File: config.mk
export PLATFORM = sky130hd
export DESIGN_NAME = afe_regs
export DESIGN_NICKNAME = d
export VERILOG_FILES = /design/src/afe_pkg.sv /design/src/afe_regs.sv
export SDC_FILE = /design/constraint.sdc
export NUM_CORES = 1
export LEC_CHECK = 0
export ABC_CLOCK_PERIOD_IN_PS = 2500
export BUFFER_PORTS_ARGS = -buffer_cell sky130_fd_sc_hd__buf_2
export CORE_MARGIN = 2
export CORE_UTILIZATION = 50
export CTS_CLUSTER_DIAMETER = 40
export DETAILED_ROUTE_END_ITERATION = 10
export PLACE_DENSITY_LB_ADDON = 0.3
export SLEW_MARGIN = 20
export SYNTH_ARGS = -nofsm -noshare
export SYNTH_HDL_FRONTEND = slang
export SYNTH_SLANG_ARGS = --single-unit
File: constraint.sdc
create_clock -name clk -period 2.5 [get_ports clk]
set_clock_uncertainty 0.05 [all_clocks]
set_input_delay 0 -clock clk [delete_from_list [all_inputs] [get_ports clk]]
set_output_delay 0 -clock clk [all_outputs]
set_load 0.02 [all_outputs]
File: src/afe_pkg.sv
package afe_pkg;

  // ****************************************************************
  // Register indices (byte addresses on the plain 8-bit port)
  // ****************************************************************
  localparam logic [4:0] ADDR_SW_LOW = 5'h00;
  localparam logic [4:0] ADDR_SW_HIGH = 5'h01;
  localparam logic [4:0] ADDR_DAC0_EN = 5'h02;
  localparam logic [4:0] ADDR_DAC1_EN = 5'h03;
  localparam logic [4:0] ADDR_DAC2_EN = 5'h04;
  localparam logic [4:0] ADDR_DAC0_LVL = 5'h05;
  localparam logic [4:0] ADDR_DAC1_LVL = 5'h06;
  localparam logic [4:0] ADDR_DAC2_LVL = 5'h07;
  localparam logic [4:0] ADDR_GAIN = 5'h08;
  localparam logic [4:0] ADDR_OPA0_CTL = 5'h09;
  localparam logic [4:0] ADDR_OPA1_CTL = 5'h0A;
  localparam logic [4:0] ADDR_OPA0_TRIM = 5'h0B;
  localparam logic [4:0] ADDR_OPA1_TRIM = 5'h0C;
  localparam logic [4:0] ADDR_CMP0_CTL = 5'h0D;
  localparam logic [4:0] ADDR_CMP1_CTL = 5'h0E;
  localparam logic [4:0] ADDR_CMP0_TRIM = 5'h0F;
  localparam logic [4:0] ADDR_CMP1_TRIM = 5'h10;
  localparam logic [4:0] ADDR_CMP_HYST = 5'h11;

  // ****************************************************************
  // Field positions
  // ****************************************************************
  localparam int DAC_EN_BIT = 7;
  localparam int CMP0_INV_BIT = 7;
  localparam int CMP1_INV_BIT = 6;
  localparam int OPA_EN_BIT = 6;
  localparam int OPA_STAT_BIT = 5;
  localparam int OPA_CALM_BIT = 7;
  localparam int OPA_REF_BIT = 6;
  localparam int CMP_RAW_BIT = 7;
  localparam int CMP_EN_BIT = 6;
  localparam int CMP_FILT_BIT = 5;
  localparam int CMP0_NEG_SEL_BIT = 3;
  localparam int CMP1_NEG_SEL_BIT = 4;

  // Writable-bit masks; unimplemented bits drop writes and read zero
  localparam logic [7:0] MASK_SW_HIGH = 8'h1F;
  localparam logic [7:0] MASK_DAC_EN = 8'h80;
  localparam logic [7:0] MASK_GAIN = 8'hC7;
  localparam logic [7:0] MASK_OPA_CTL = 8'h43;
  localparam logic [7:0] MASK_CMP_CTL = 8'h4F;
  localparam logic [7:0] MASK_CMP_TRIM = 8'h7F;
  localparam logic [7:0] MASK_CMP_HYST = 8'h0F;

  // ****************************************************************
  // Reset values
  // ****************************************************************
  localparam logic [7:0] RST_ZERO = 8'h00;
  localparam logic [7:0] RST_OPA_TRIM = 8'h20;
  localparam logic [7:0] RST_CMP_TRIM = 8'h10;

  // ****************************************************************
  // Debounce lengths in system clocks (upper figure of each range)
  // ****************************************************************
  localparam logic [6:0] DEB_LEN_01 = 7'h20;
  localparam logic [6:0] DEB_LEN_10 = 7'h40;
  localparam logic [6:0] DEB_LEN_11 = 7'h7F;

  typedef struct packed {
    logic [4:0] addr;
    logic [7:0] wdata;
    logic wr;
    logic rd;
  } afe_bus_s;

  typedef struct packed {
    logic [12:0] sw_closed;
    logic cmp0_neg_input_sel;
    logic cmp1_neg_input_sel;
    logic [2:0] ref_dac_on;
    logic [7:0] dac0_code;
    logic [7:0] dac1_code;
    logic [7:0] dac2_code;
    logic [2:0] amp_gain_code;
    logic [5:0] amp_gain_ratio;
    logic [1:0] opamp_on;
    logic [1:0] opamp0_bandwidth_sel;
    logic [1:0] opamp1_bandwidth_sel;
    logic [1:0] opamp_cal_mode;
    logic [1:0] opamp_cal_ref_sel;
    logic [5:0] opamp0_trim_code;
    logic [5:0] opamp1_trim_code;
    logic [1:0] cmp_on;
    logic [1:0] cmp0_current;
    logic [1:0] cmp1_current;
    logic [6:0] cmp0_trim;
    logic [6:0] cmp1_trim;
    logic [3:0] cmp_hyst;
  } afe_ctl_s;

endpackage

File: src/afe_regs.sv
// Our own choices: the register addresses and strobed register access.
`timescale 1ns/10ps

module afe_regs
  import afe_pkg::*;
(
  // Clock and reset
  input wire logic clk,
  input wire logic reset_n,
  // Register port
  input wire afe_pkg::afe_bus_s bus,
  output logic [7:0] rdata,
  // Analog outputs seen from the macros (asynchronous)
  input wire logic [1:0] opamp_out,
  input wire logic [1:0] cmp_out,
  // Control to the analog macros
  output afe_pkg::afe_ctl_s ctl
);
  import afe_pkg::*;

  typedef struct packed {
    logic [7:0] sw_lo;
    logic [7:0] sw_hi;
    logic [2:0] dac_en;
    logic [7:0] dac0;
    logic [7:0] dac1;
    logic [7:0] dac2;
    logic [7:0] gain;
    logic [7:0] opa0_ctl;
    logic [7:0] opa1_ctl;
    logic [7:0] opa0_trim;
    logic [7:0] opa1_trim;
    logic [7:0] cmp0_ctl;
    logic [7:0] cmp1_ctl;
    logic [7:0] cmp0_trim;
    logic [7:0] cmp1_trim;
    logic [7:0] hyst;
    logic [1:0] opa_s1;
    logic [1:0] opa_s2;
    logic [1:0] cmp_s1;
    logic [1:0] cmp_s2;
    logic [6:0] cnt0;
    logic [6:0] cnt1;
    logic [1:0] filt;
    logic [7:0] rdata;
  } afe_state_s;

  afe_state_s state_ff;
  afe_state_s nxt_state;
  logic [1:0] raw;

  // ****************************************************************
  // Helpers
  // ****************************************************************
  function automatic logic [6:0] deb_len(input logic [1:0] sel);
    case (sel)
      2'b01: deb_len = DEB_LEN_01;
      2'b10: deb_len = DEB_LEN_10;
      2'b11: deb_len = DEB_LEN_11;
      default: deb_len = 7'h00;
    endcase
  endfunction

  function automatic logic [5:0] gain_ratio(input logic [2:0] code);
    case (code)
      3'b000: gain_ratio = 6'h01;
      3'b001: gain_ratio = 6'h02;
      3'b010: gain_ratio = 6'h04;
      3'b011: gain_ratio = 6'h08;
      3'b100: gain_ratio = 6'h10;
      3'b101: gain_ratio = 6'h20;
      3'b110: gain_ratio = 6'h38;
      default: gain_ratio = 6'h01;
    endcase
  endfunction

  // Filter counts consecutive samples that differ from the filtered bit; it moves only
  // once the run exceeds the selected length by one, so glitches are swallowed.
  function automatic logic [7:0] filt_step(input logic [6:0] cnt, input logic cur,
                                           input logic sample, input logic [1:0] sel);
    logic [6:0] len;
    len = deb_len(sel);
    if (sample == cur) begin
      filt_step = {cur, 7'h00};
    end else if (cnt >= len) begin
      filt_step = {sample, 7'h00};
    end else begin
      filt_step = {cur, 7'(cnt + 7'h01)};
    end
  endfunction

  // ****************************************************************
  // Next state
  // ****************************************************************
  always_comb begin
    logic [7:0] step0;
    logic [7:0] step1;
    step0 = 8'h00;
    step1 = 8'h00;
    nxt_state = state_ff;
    // Two-flop synchronisers on the analog outputs
    nxt_state.opa_s1 = opamp_out;
    nxt_state.opa_s2 = state_ff.opa_s1;
    nxt_state.cmp_s1 = cmp_out;
    nxt_state.cmp_s2 = state_ff.cmp_s1;
    // Writes land on the next edge, masked to implemented bits
    if (bus.wr) begin
      if (bus.addr == ADDR_SW_LOW) begin
        nxt_state.sw_lo = bus.wdata;
      end else if (bus.addr == ADDR_SW_HIGH) begin
        nxt_state.sw_hi = bus.wdata & MASK_SW_HIGH;
      end else if (bus.addr == ADDR_DAC0_EN) begin
        nxt_state.dac_en[0] = bus.wdata[DAC_EN_BIT];
      end else if (bus.addr == ADDR_DAC1_EN) begin
        nxt_state.dac_en[1] = bus.wdata[DAC_EN_BIT];
      end else if (bus.addr == ADDR_DAC2_EN) begin
        nxt_state.dac_en[2] = bus.wdata[DAC_EN_BIT];
      end else if (bus.addr == ADDR_DAC0_LVL) begin
        nxt_state.dac0 = bus.wdata;
      end else if (bus.addr == ADDR_DAC1_LVL) begin
        nxt_state.dac1 = bus.wdata;
      end else if (bus.addr == ADDR_DAC2_LVL) begin
        nxt_state.dac2 = bus.wdata;
      end else if (bus.addr == ADDR_GAIN) begin
        nxt_state.gain = bus.wdata & MASK_GAIN;
      end else if (bus.addr == ADDR_OPA0_CTL) begin
        nxt_state.opa0_ctl = bus.wdata & MASK_OPA_CTL;
      end else if (bus.addr == ADDR_OPA1_CTL) begin
        nxt_state.opa1_ctl = bus.wdata & MASK_OPA_CTL;
      end else if (bus.addr == ADDR_OPA0_TRIM) begin
        nxt_state.opa0_trim = bus.wdata;
      end else if (bus.addr == ADDR_OPA1_TRIM) begin
        nxt_state.opa1_trim = bus.wdata;
      end else if (bus.addr == ADDR_CMP0_CTL) begin
        nxt_state.cmp0_ctl = bus.wdata & MASK_CMP_CTL;
      end else if (bus.addr == ADDR_CMP1_CTL) begin
        nxt_state.cmp1_ctl = bus.wdata & MASK_CMP_CTL;
      end else if (bus.addr == ADDR_CMP0_TRIM) begin
        nxt_state.cmp0_trim = bus.wdata & MASK_CMP_TRIM;
      end else if (bus.addr == ADDR_CMP1_TRIM) begin
        nxt_state.cmp1_trim = bus.wdata & MASK_CMP_TRIM;
      end else if (bus.addr == ADDR_CMP_HYST) begin
        nxt_state.hyst = bus.wdata & MASK_CMP_HYST;
      end
    end
    // Debounce on the polarity-adjusted raw status
    step0 = filt_step(state_ff.cnt0, state_ff.filt[0], raw[0], state_ff.cmp0_ctl[3:2]);
    step1 = filt_step(state_ff.cnt1, state_ff.filt[1], raw[1], state_ff.cmp1_ctl[3:2]);
    nxt_state.filt = {step1[7], step0[7]};
    nxt_state.cnt0 = step0[6:0];
    nxt_state.cnt1 = step1[6:0];
    // Read data stands only in the cycle after the strobe
    nxt_state.rdata = 8'h00;
    if (bus.rd) begin
      if (bus.addr == ADDR_SW_LOW) begin
        nxt_state.rdata = state_ff.sw_lo;
      end else if (bus.addr == ADDR_SW_HIGH) begin
        nxt_state.rdata = state_ff.sw_hi;
      end else if (bus.addr == ADDR_DAC0_EN) begin
        nxt_state.rdata = {state_ff.dac_en[0], 7'h00};
      end else if (bus.addr == ADDR_DAC1_EN) begin
        nxt_state.rdata = {state_ff.dac_en[1], 7'h00};
      end else if (bus.addr == ADDR_DAC2_EN) begin
        nxt_state.rdata = {state_ff.dac_en[2], 7'h00};
      end else if (bus.addr == ADDR_DAC0_LVL) begin
        nxt_state.rdata = state_ff.dac0;
      end else if (bus.addr == ADDR_DAC1_LVL) begin
        nxt_state.rdata = state_ff.dac1;
      end else if (bus.addr == ADDR_DAC2_LVL) begin
        nxt_state.rdata = state_ff.dac2;
      end else if (bus.addr == ADDR_GAIN) begin
        nxt_state.rdata = state_ff.gain;
      end else if (bus.addr == ADDR_OPA0_CTL) begin
        nxt_state.rdata = state_ff.opa0_ctl;
        nxt_state.rdata[OPA_STAT_BIT] = state_ff.opa0_trim[OPA_CALM_BIT]
                                        & state_ff.opa_s2[0];
      end else if (bus.addr == ADDR_OPA1_CTL) begin
        nxt_state.rdata = state_ff.opa1_ctl;
        nxt_state.rdata[OPA_STAT_BIT] = state_ff.opa1_trim[OPA_CALM_BIT]
                                        & state_ff.opa_s2[1];
      end else if (bus.addr == ADDR_OPA0_TRIM) begin
        nxt_state.rdata = state_ff.opa0_trim;
      end else if (bus.addr == ADDR_OPA1_TRIM) begin
        nxt_state.rdata = state_ff.opa1_trim;
      end else if (bus.addr == ADDR_CMP0_CTL) begin
        nxt_state.rdata = state_ff.cmp0_ctl;
        nxt_state.rdata[CMP_RAW_BIT] = raw[0];
        nxt_state.rdata[CMP_FILT_BIT] = state_ff.filt[0];
      end else if (bus.addr == ADDR_CMP1_CTL) begin
        nxt_state.rdata = state_ff.cmp1_ctl;
        nxt_state.rdata[CMP_RAW_BIT] = raw[1];
        nxt_state.rdata[CMP_FILT_BIT] = state_ff.filt[1];
      end else if (bus.addr == ADDR_CMP0_TRIM) begin
        nxt_state.rdata = state_ff.cmp0_trim;
      end else if (bus.addr == ADDR_CMP1_TRIM) begin
        nxt_state.rdata = state_ff.cmp1_trim;
      end else if (bus.addr == ADDR_CMP_HYST) begin
        nxt_state.rdata = state_ff.hyst;
      end
    end
  end

  // Disabled comparator output is low, then polarity applies
  assign raw[0] = (state_ff.cmp_s2[0] & state_ff.cmp0_ctl[CMP_EN_BIT])
                  ^ state_ff.gain[CMP0_INV_BIT];
  assign raw[1] = (state_ff.cmp_s2[1] & state_ff.cmp1_ctl[CMP_EN_BIT])
                  ^ state_ff.gain[CMP1_INV_BIT];

  // ****************************************************************
  // State register
  // ****************************************************************
  always_ff @(posedge clk) begin
    if (!reset_n) begin
      state_ff <= '0;
      state_ff.opa0_trim <= RST_OPA_TRIM;
      state_ff.opa1_trim <= RST_OPA_TRIM;
      state_ff.cmp0_trim <= RST_CMP_TRIM;
      state_ff.cmp1_trim <= RST_CMP_TRIM;
    end else begin
      state_ff <= nxt_state;
    end
  end

  // ****************************************************************
  // Outputs to the analog macros
  // ****************************************************************
  assign rdata = state_ff.rdata;
  always_comb begin
    // Top two switch positions are the input selects, carried on their own
    ctl.sw_closed = {2'b00, state_ff.sw_hi[2:0], state_ff.sw_lo};
    ctl.cmp0_neg_input_sel = state_ff.sw_hi[CMP0_NEG_SEL_BIT];
    ctl.cmp1_neg_input_sel = state_ff.sw_hi[CMP1_NEG_SEL_BIT];
    ctl.ref_dac_on = state_ff.dac_en;
    ctl.dac0_code = state_ff.dac0;
    ctl.dac1_code = state_ff.dac1;
    ctl.dac2_code = state_ff.dac2;
    ctl.amp_gain_code = state_ff.gain[2:0];
    ctl.amp_gain_ratio = gain_ratio(state_ff.gain[2:0]);
    ctl.opamp_on = {state_ff.opa1_ctl[OPA_EN_BIT], state_ff.opa0_ctl[OPA_EN_BIT]};
    ctl.opamp0_bandwidth_sel = state_ff.opa0_ctl[1:0];
    ctl.opamp1_bandwidth_sel = state_ff.opa1_ctl[1:0];
    ctl.opamp_cal_mode = {state_ff.opa1_trim[OPA_CALM_BIT],
                          state_ff.opa0_trim[OPA_CALM_BIT]};
    ctl.opamp_cal_ref_sel = {state_ff.opa1_trim[OPA_REF_BIT],
                             state_ff.opa0_trim[OPA_REF_BIT]};
    ctl.opamp0_trim_code = state_ff.opa0_trim[5:0];
    ctl.opamp1_trim_code = state_ff.opa1_trim[5:0];
    ctl.cmp_on = {state_ff.cmp1_ctl[CMP_EN_BIT], state_ff.cmp0_ctl[CMP_EN_BIT]};
    ctl.cmp0_current = state_ff.cmp0_ctl[1:0];
    ctl.cmp1_current = state_ff.cmp1_ctl[1:0];
    ctl.cmp0_trim = state_ff.cmp0_trim[6:0];
    ctl.cmp1_trim = state_ff.cmp1_trim[6:0];
    ctl.cmp_hyst = state_ff.hyst[3:0];
  end

  // ****************************************************************
  // Checks
  // ****************************************************************
  property p_opa_stat_low;
    @(posedge clk) disable iff (!reset_n)
      (bus.rd && bus.addr == ADDR_OPA0_CTL && !state_ff.opa0_trim[OPA_CALM_BIT])
      |=> !rdata[OPA_STAT_BIT];
  endproperty
  a_opa_stat_low: assert property (p_opa_stat_low) else $error("opamp status not low");

  property p_unimpl_zero;
    @(posedge clk) disable iff (!reset_n)
      (bus.rd && bus.addr == ADDR_SW_HIGH) |=> (rdata[7:5] == 3'b000);
  endproperty
  a_unimpl_zero: assert property (p_unimpl_zero) else $error("reserved bits nonzero");

  property p_write_next;
    @(posedge clk) disable iff (!reset_n)
      (bus.wr && bus.addr == ADDR_DAC1_LVL) |=> (ctl.dac1_code == $past(bus.wdata));
  endproperty
  a_write_next: assert property (p_write_next) else $error("write not applied");

  property p_dac_en;
    @(posedge clk) disable iff (!reset_n)
      (bus.wr && bus.addr == ADDR_DAC2_EN) |=> (ctl.ref_dac_on[2] == $past(bus.wdata[7]));
  endproperty
  a_dac_en: assert property (p_dac_en) else $error("dac enable wrong");

  property p_gain_56;
    @(posedge clk) disable iff (!reset_n)
      (ctl.amp_gain_code == 3'b110) |-> (ctl.amp_gain_ratio == 6'h38);
  endproperty
  a_gain_56: assert property (p_gain_56) else $error("gain 56 wrong");

  property p_cmp_off;
    @(posedge clk) disable iff (!reset_n)
      !state_ff.cmp0_ctl[CMP_EN_BIT] |-> (raw[0] == state_ff.gain[CMP0_INV_BIT]);
  endproperty
  a_cmp_off: assert property (p_cmp_off) else $error("disabled cmp not low");

  property p_nodeb;
    @(posedge clk) disable iff (!reset_n)
      (state_ff.cmp0_ctl[3:2] == 2'b00 && raw[0] != state_ff.filt[0]
       && $stable(state_ff.cmp0_ctl)) |=> (state_ff.filt[0] == $past(raw[0]));
  endproperty
  a_nodeb: assert property (p_nodeb) else $error("no-debounce lag");

  property p_deb_hold;
    @(posedge clk) disable iff (!reset_n)
      (state_ff.cmp0_ctl[3:2] == 2'b01 && $changed(state_ff.filt[0]))
      |-> $past(raw[0] == state_ff.filt[0], 1) == 1'b0 && $past(state_ff.cnt0) >= 7'h20;
  endproperty
  a_deb_hold: assert property (p_deb_hold) else $error("filter moved early");

  property p_sw_hi_map;
    @(posedge clk) disable iff (!reset_n)
      (bus.wr && bus.addr == ADDR_SW_HIGH)
      |=> (ctl.sw_closed[12:8] == {2'b00, $past(bus.wdata[2:0])});
  endproperty
  a_sw_hi_map: assert property (p_sw_hi_map) else $error("high switches wrong");

  property p_cmp1_sel;
    @(posedge clk) disable iff (!reset_n)
      (bus.wr && bus.addr == ADDR_SW_HIGH)
      |=> (ctl.cmp1_neg_input_sel == $past(bus.wdata[CMP1_NEG_SEL_BIT]));
  endproperty
  a_cmp1_sel: assert property (p_cmp1_sel) else $error("cmp1 input select wrong");

  property p_cmp0_sel;
    @(posedge clk) disable iff (!reset_n)
      (bus.wr && bus.addr == ADDR_SW_HIGH)
      |=> (ctl.cmp0_neg_input_sel == $past(bus.wdata[CMP0_NEG_SEL_BIT]));
  endproperty
  a_cmp0_sel: assert property (p_cmp0_sel) else $error("cmp0 input select wrong");

  property p_opa_on;
    @(posedge clk) disable iff (!reset_n)
      (bus.wr && bus.addr == ADDR_OPA1_CTL)
      |=> (ctl.opamp_on[1] == $past(bus.wdata[OPA_EN_BIT]));
  endproperty
  a_opa_on: assert property (p_opa_on) else $error("opamp enable wrong");

  property p_opa_bw;
    @(posedge clk) disable iff (!reset_n)
      (bus.wr && bus.addr == ADDR_OPA1_CTL)
      |=> (ctl.opamp1_bandwidth_sel == $past(bus.wdata[1:0]));
  endproperty
  a_opa_bw: assert property (p_opa_bw) else $error("opamp bandwidth wrong");

  property p_cal_mode;
    @(posedge clk) disable iff (!reset_n)
      (bus.wr && bus.addr == ADDR_OPA1_TRIM)
      |=> (ctl.opamp_cal_mode[1] == $past(bus.wdata[OPA_CALM_BIT]));
  endproperty
  a_cal_mode: assert property (p_cal_mode) else $error("calibration mode wrong");

  property p_cal_ref;
    @(posedge clk) disable iff (!reset_n)
      (bus.wr && bus.addr == ADDR_OPA0_TRIM)
      |=> (ctl.opamp_cal_ref_sel[0] == $past(bus.wdata[OPA_REF_BIT]));
  endproperty
  a_cal_ref: assert property (p_cal_ref) else $error("calibration reference wrong");

  property p_trim_code;
    @(posedge clk) disable iff (!reset_n)
      (bus.wr && bus.addr == ADDR_OPA1_TRIM)
      |=> (ctl.opamp1_trim_code == $past(bus.wdata[5:0]));
  endproperty
  a_trim_code: assert property (p_trim_code) else $error("trim code wrong");
endmodule

==> results.rst <==
.. list-table::
   :header-rows: 1

   * - Metric
     - Value
   * - Portion of total power attributed to combinational logic
     - 0.083
   * - Number of synthesized flops with an enable pin
     - 0
   * - Overall die width
     - 127 um
   * - Number of remaining DRC errors
     - 0
   * - Cell variety after synth
     - 77
   * - Worst-Margin Slew
     - about 0.74 ns
   * - Count of mapped cells out of synthesis
     - 866
   * - N_diodes
     - 0
   * - Required time of the critical path
     - 2.81 ns
   * - Type of the most critical hold path
     - in2reg
   * - Worst reg2reg setup slack
     - 0.26 ns
   * - Startpoint-to-endpoint class of the critical path
     - reg2reg
   * - Remaining number of nets flagged by the antenna check after routing
     - 0
   * - Leak
     - 0.00346 uW
   * - Worst max-slew margin expressed relative to the limit
     - 0.509
   * - Maximum number of pins on one net before global-route repair
     - 109
   * - Post-detailed-routing wire length
     - 21.6 mm
   * - Die outline height
     - 127 um
   * - Clock Root Buffer
     - sky130_fd_sc_hd__clkbuf_16
   * - Global route overflow
     - 0
   * - CTS HTree Levels
     - 4
   * - Worst min-delay path startpoint
     - bus[3]
   * - DR vias
     - approximately 6,200
   * - Core Rows
     - 44
   * - Maximum clock frequency
     - 446 MHz
   * - Max Cap Viol
     - 0
   * - Critical-path cell list
     - nand2_1, ha_1, a21o_1, a211o_1, a211oi_1, o211ai_1, nor2_1
   * - Power dissipated by switching net loads
     - 1190 uW
   * - Routability congestion estimate from global placement
     - 1.03
   * - Hold-critical path endpoint
     - ctl[41]
   * - Number of CTS-inserted buffers
     - 17
   * - Type of element launching the critical path
     - register
   * - Worst Slack Setup Final
     - 0.259 ns
   * - Element type at the critical path end
     - register
   * - Final TNS setup
     - 0 ns
   * - Mapped Area
     - 7510 um^2
   * - Maximum number of buffers from clock root to sink
     - 2
   * - Clock transition at path regs
     - 0.06 ns
   * - Cell type with the highest aggregate area in the netlist
     - sky130_fd_sc_hd__dfxtp_1
   * - DP Wirelength
     - around 15 mm
   * - Biggest fanout along the worst timing path
     - 7
   * - Fin crit period
     - about 2.2 ns
   * - Hold Fails Final Rpt
     - 0
   * - Initial antenna violation count
     - 1
   * - Number of cells traversed by the worst register-to-register path
     - 7
   * - Wire length of the first global-routing pass
     - between 30 and 40 mm
   * - Reg2reg start
     - state_ff[58]
   * - DRT iter0 DRCs
     - 530
   * - Post-DR wirelength/cell
     - 20.1 um
   * - Data arrival time of the critical path
     - 2.55 ns
   * - I/O pin count
     - 126
   * - Placeable core area
     - around 15,000 um^2
   * - Net switching fraction of the power
     - 0.239
   * - Power per unit of standard cell area
     - 612 nW/um^2
   * - Vias in the first global route
     - 5,706
   * - Fraction of the cycle the final worst path needs
     - 0.896
   * - Worst Hold Depth
     - 3
   * - Area growth syn-to-layout
     - 8.55%
   * - Post-synth top flop
     - sky130_fd_sc_hd__dfxtp_1
   * - Unrepaired setup endpoints after global routing
     - false
   * - Register share of total power
     - 0.414
   * - Setup bufs post-CTS
     - 0
   * - CTS tree
     - built
   * - Delay contributed by the slowest stage of the critical path
     - 0.38 ns
   * - Nets
     - around 900
   * - Number of vias per cell after detailed routing
     - 5.76
   * - Worst vdd ir
     - ~0.47 mV
   * - Most frequent cells after synthesis
     - sky130_fd_sc_hd__dfxtp_1 (127), sky130_fd_sc_hd__buf_4 (105), sky130_fd_sc_hd__nand2_1 (69)
   * - Final setup violation count
     - 0
   * - Portion of total power attributed to the clock network
     - 0.503
   * - CTS sink count
     - 127
   * - Worst slack after detailed placement
     - ~0.3 ns
   * - Internal power summed over all cells
     - 3790 uW
   * - Dominant cell by count in the synthesized netlist
     - sky130_fd_sc_hd__dfxtp_1
   * - Effective utilization at floorplan
     - 0.515
   * - Average cell area after synthesis
     - 8.67 um^2
   * - Crit-path slowest cell
     - sky130_fd_sc_hd__dfxtp_1
   * - All-Layer GR Usage
     - 0.270
   * - Number of detailed-routing iterations run before antenna repair
     - 5
   * - Total number of yosys warnings
     - 0
   * - Sequential element share of the synthesized area
     - 0.338
   * - Final count of pins violating max slew
     - 0
   * - Worst-skew pair later-pin latency
     - 0.43 ns
   * - Resize count post-CTS
     - 0
   * - Ranking of synthesized cells by area
     - sky130_fd_sc_hd__dfxtp_1 (34%), sky130_fd_sc_hd__buf_4 (10%), sky130_fd_sc_hd__mux2i_1 (8.7%)
   * - Worst R2R End
     - state_ff[14]
   * - Number of flip-flops and latches in the synthesized netlist
     - 127
   * - Area of the die
     - 16,000 um^2
   * - Ratio of cells with drive above 1 in the final layout
     - 0.211
   * - Top cell type's share of synthesized area
     - 0.338
   * - Quantity of I/O buffers inserted on ports
     - 123
   * - Share of flip-flops with an asynchronous set or reset
     - 0
   * - Status
     - complete, no violations
-- area by class of cell --
class	count	area, um^2
Fill cell	1318	6440
Sequential cell	127	2540
Clock buffer	20	457
Tap cell	184	230
Inverter	12	45.0
Timing Repair Buffer	150	858
Clock inverter	11	140
Multi-Input combinational cell	571	3880
-- critical path: cells and delay by family, from the launching register on --
kind                       cells  cell delay, ns
AOI/OAI and AO/OA              4            1.09
DFF                            1            0.38
adders and majority gates      1            0.33
and+or+nand+nor                2            0.32
-- routing by layer --
metal  wire, um  global-route usage  vias to the layer above
met1       9910               0.388                     2884
met3       2260              0.0772                       41
met2       8890               0.382                      337
met5          0                   0                        -
met4        535               0.100                        0
li1           -                   -                     2932
-- logic make-up (layout without fill, tap and decap cells) --
group | after synthesis | in the layout | share of synthesized area
simple gates | 304 | 304 | 0.229
buf+inv | 169 | 193 | 0.145
compound gates | 166 | 166 | 0.152
flops | 127 | 127 | 0.338
mux | 68 | 68 | 0.0911
fa+ha+maj | 16 | 16 | 0.0267
xor+xnor | 15 | 15 | 0.0175
other cells | 1 | 2 | 0.000499
-- worst max path at each step --
stage | to | slack [ns] | depth (start not counted) | start
2_1_floorplan | state_ff[12] | 0.55 | 7 | state_ff[58]
3_3_place_gp | state_ff[16] | 0.37 | 7 | state_ff[58]
3_5_place_dp | state_ff[16] | 0.30 | 7 | state_ff[58]
4_1_cts | state_ff[16] | 0.27 | 7 | state_ff[58]
5_1_grt | state_ff[12] | 0.08 | 7 | state_ff[58]
6_report | state_ff[14] | 0.26 | 7 | state_ff[58]
-- metrics by stage --
step | total power, uW | cells | cell area [um^2] | hold WS, ns | util
5_1_grt | 5140 | 1075 | 8150 | 0.0323 | 0.559
3_5_place_dp | 2500 | 1033 | 7450 | 0.161 | 0.510
2_1_floorplan | 2400 | 867 | 7510 | 0.0773 | -
4_1_cts | 5000 | 1075 | 8150 | 0.000806 | 0.559
3_3_place_gp | 2500 | 1033 | 7450 | 0.156 | 0.510
6_report | 4990 | 1075 | 8150 | 0.00568 | 0.559
-- sequential cells by signal, summed over array words and instances, names as in the netlist --
name and cells:
nxt_state 4, state_ff 26, rdata 8, ctl 89
-- power groups by stage --
stage          combinational [uW]  clock [uW]  sequential [uW]
2_1_floorplan                 304           0             2100
3_5_place_dp                  390           0             2110
6_report                      414        2510             2060
3_3_place_gp                  391           0             2100
5_1_grt                       440        2640             2060
4_1_cts                       406        2540             2060
-- layout by cell type (no fill, tap or decap), types with 15 or more instances in the layout --
master / netlist / routed
sky130_fd_sc_hd__nor2_1: 31 / 31
sky130_fd_sc_hd__buf_4: 105 / 15
sky130_fd_sc_hd__dfxtp_1: 127 / 127
sky130_fd_sc_hd__nor2b_1: 68 / 68
sky130_fd_sc_hd__a21oi_1: 22 / 22
sky130_fd_sc_hd__o21ai_0: 38 / 38
sky130_fd_sc_hd__clkbuf_16: 0 / 17
sky130_fd_sc_hd__a21boi_0: 24 / 24
sky130_fd_sc_hd__buf_2: 15 / 123
sky130_fd_sc_hd__ha_1: 16 / 16
sky130_fd_sc_hd__nand2b_1: 15 / 15
sky130_fd_sc_hd__mux2i_1: 65 / 65
sky130_fd_sc_hd__nand3_1: 41 / 41
sky130_fd_sc_hd__nand2_1: 69 / 69
-- what timing repair did --
action                     in CTS  in global routing
hold buffers                   11                  0
setup endpoints to repair       0                  0
hold endpoints to repair       37                  0
Note: power is estimated with default switching activity, not from simulation.
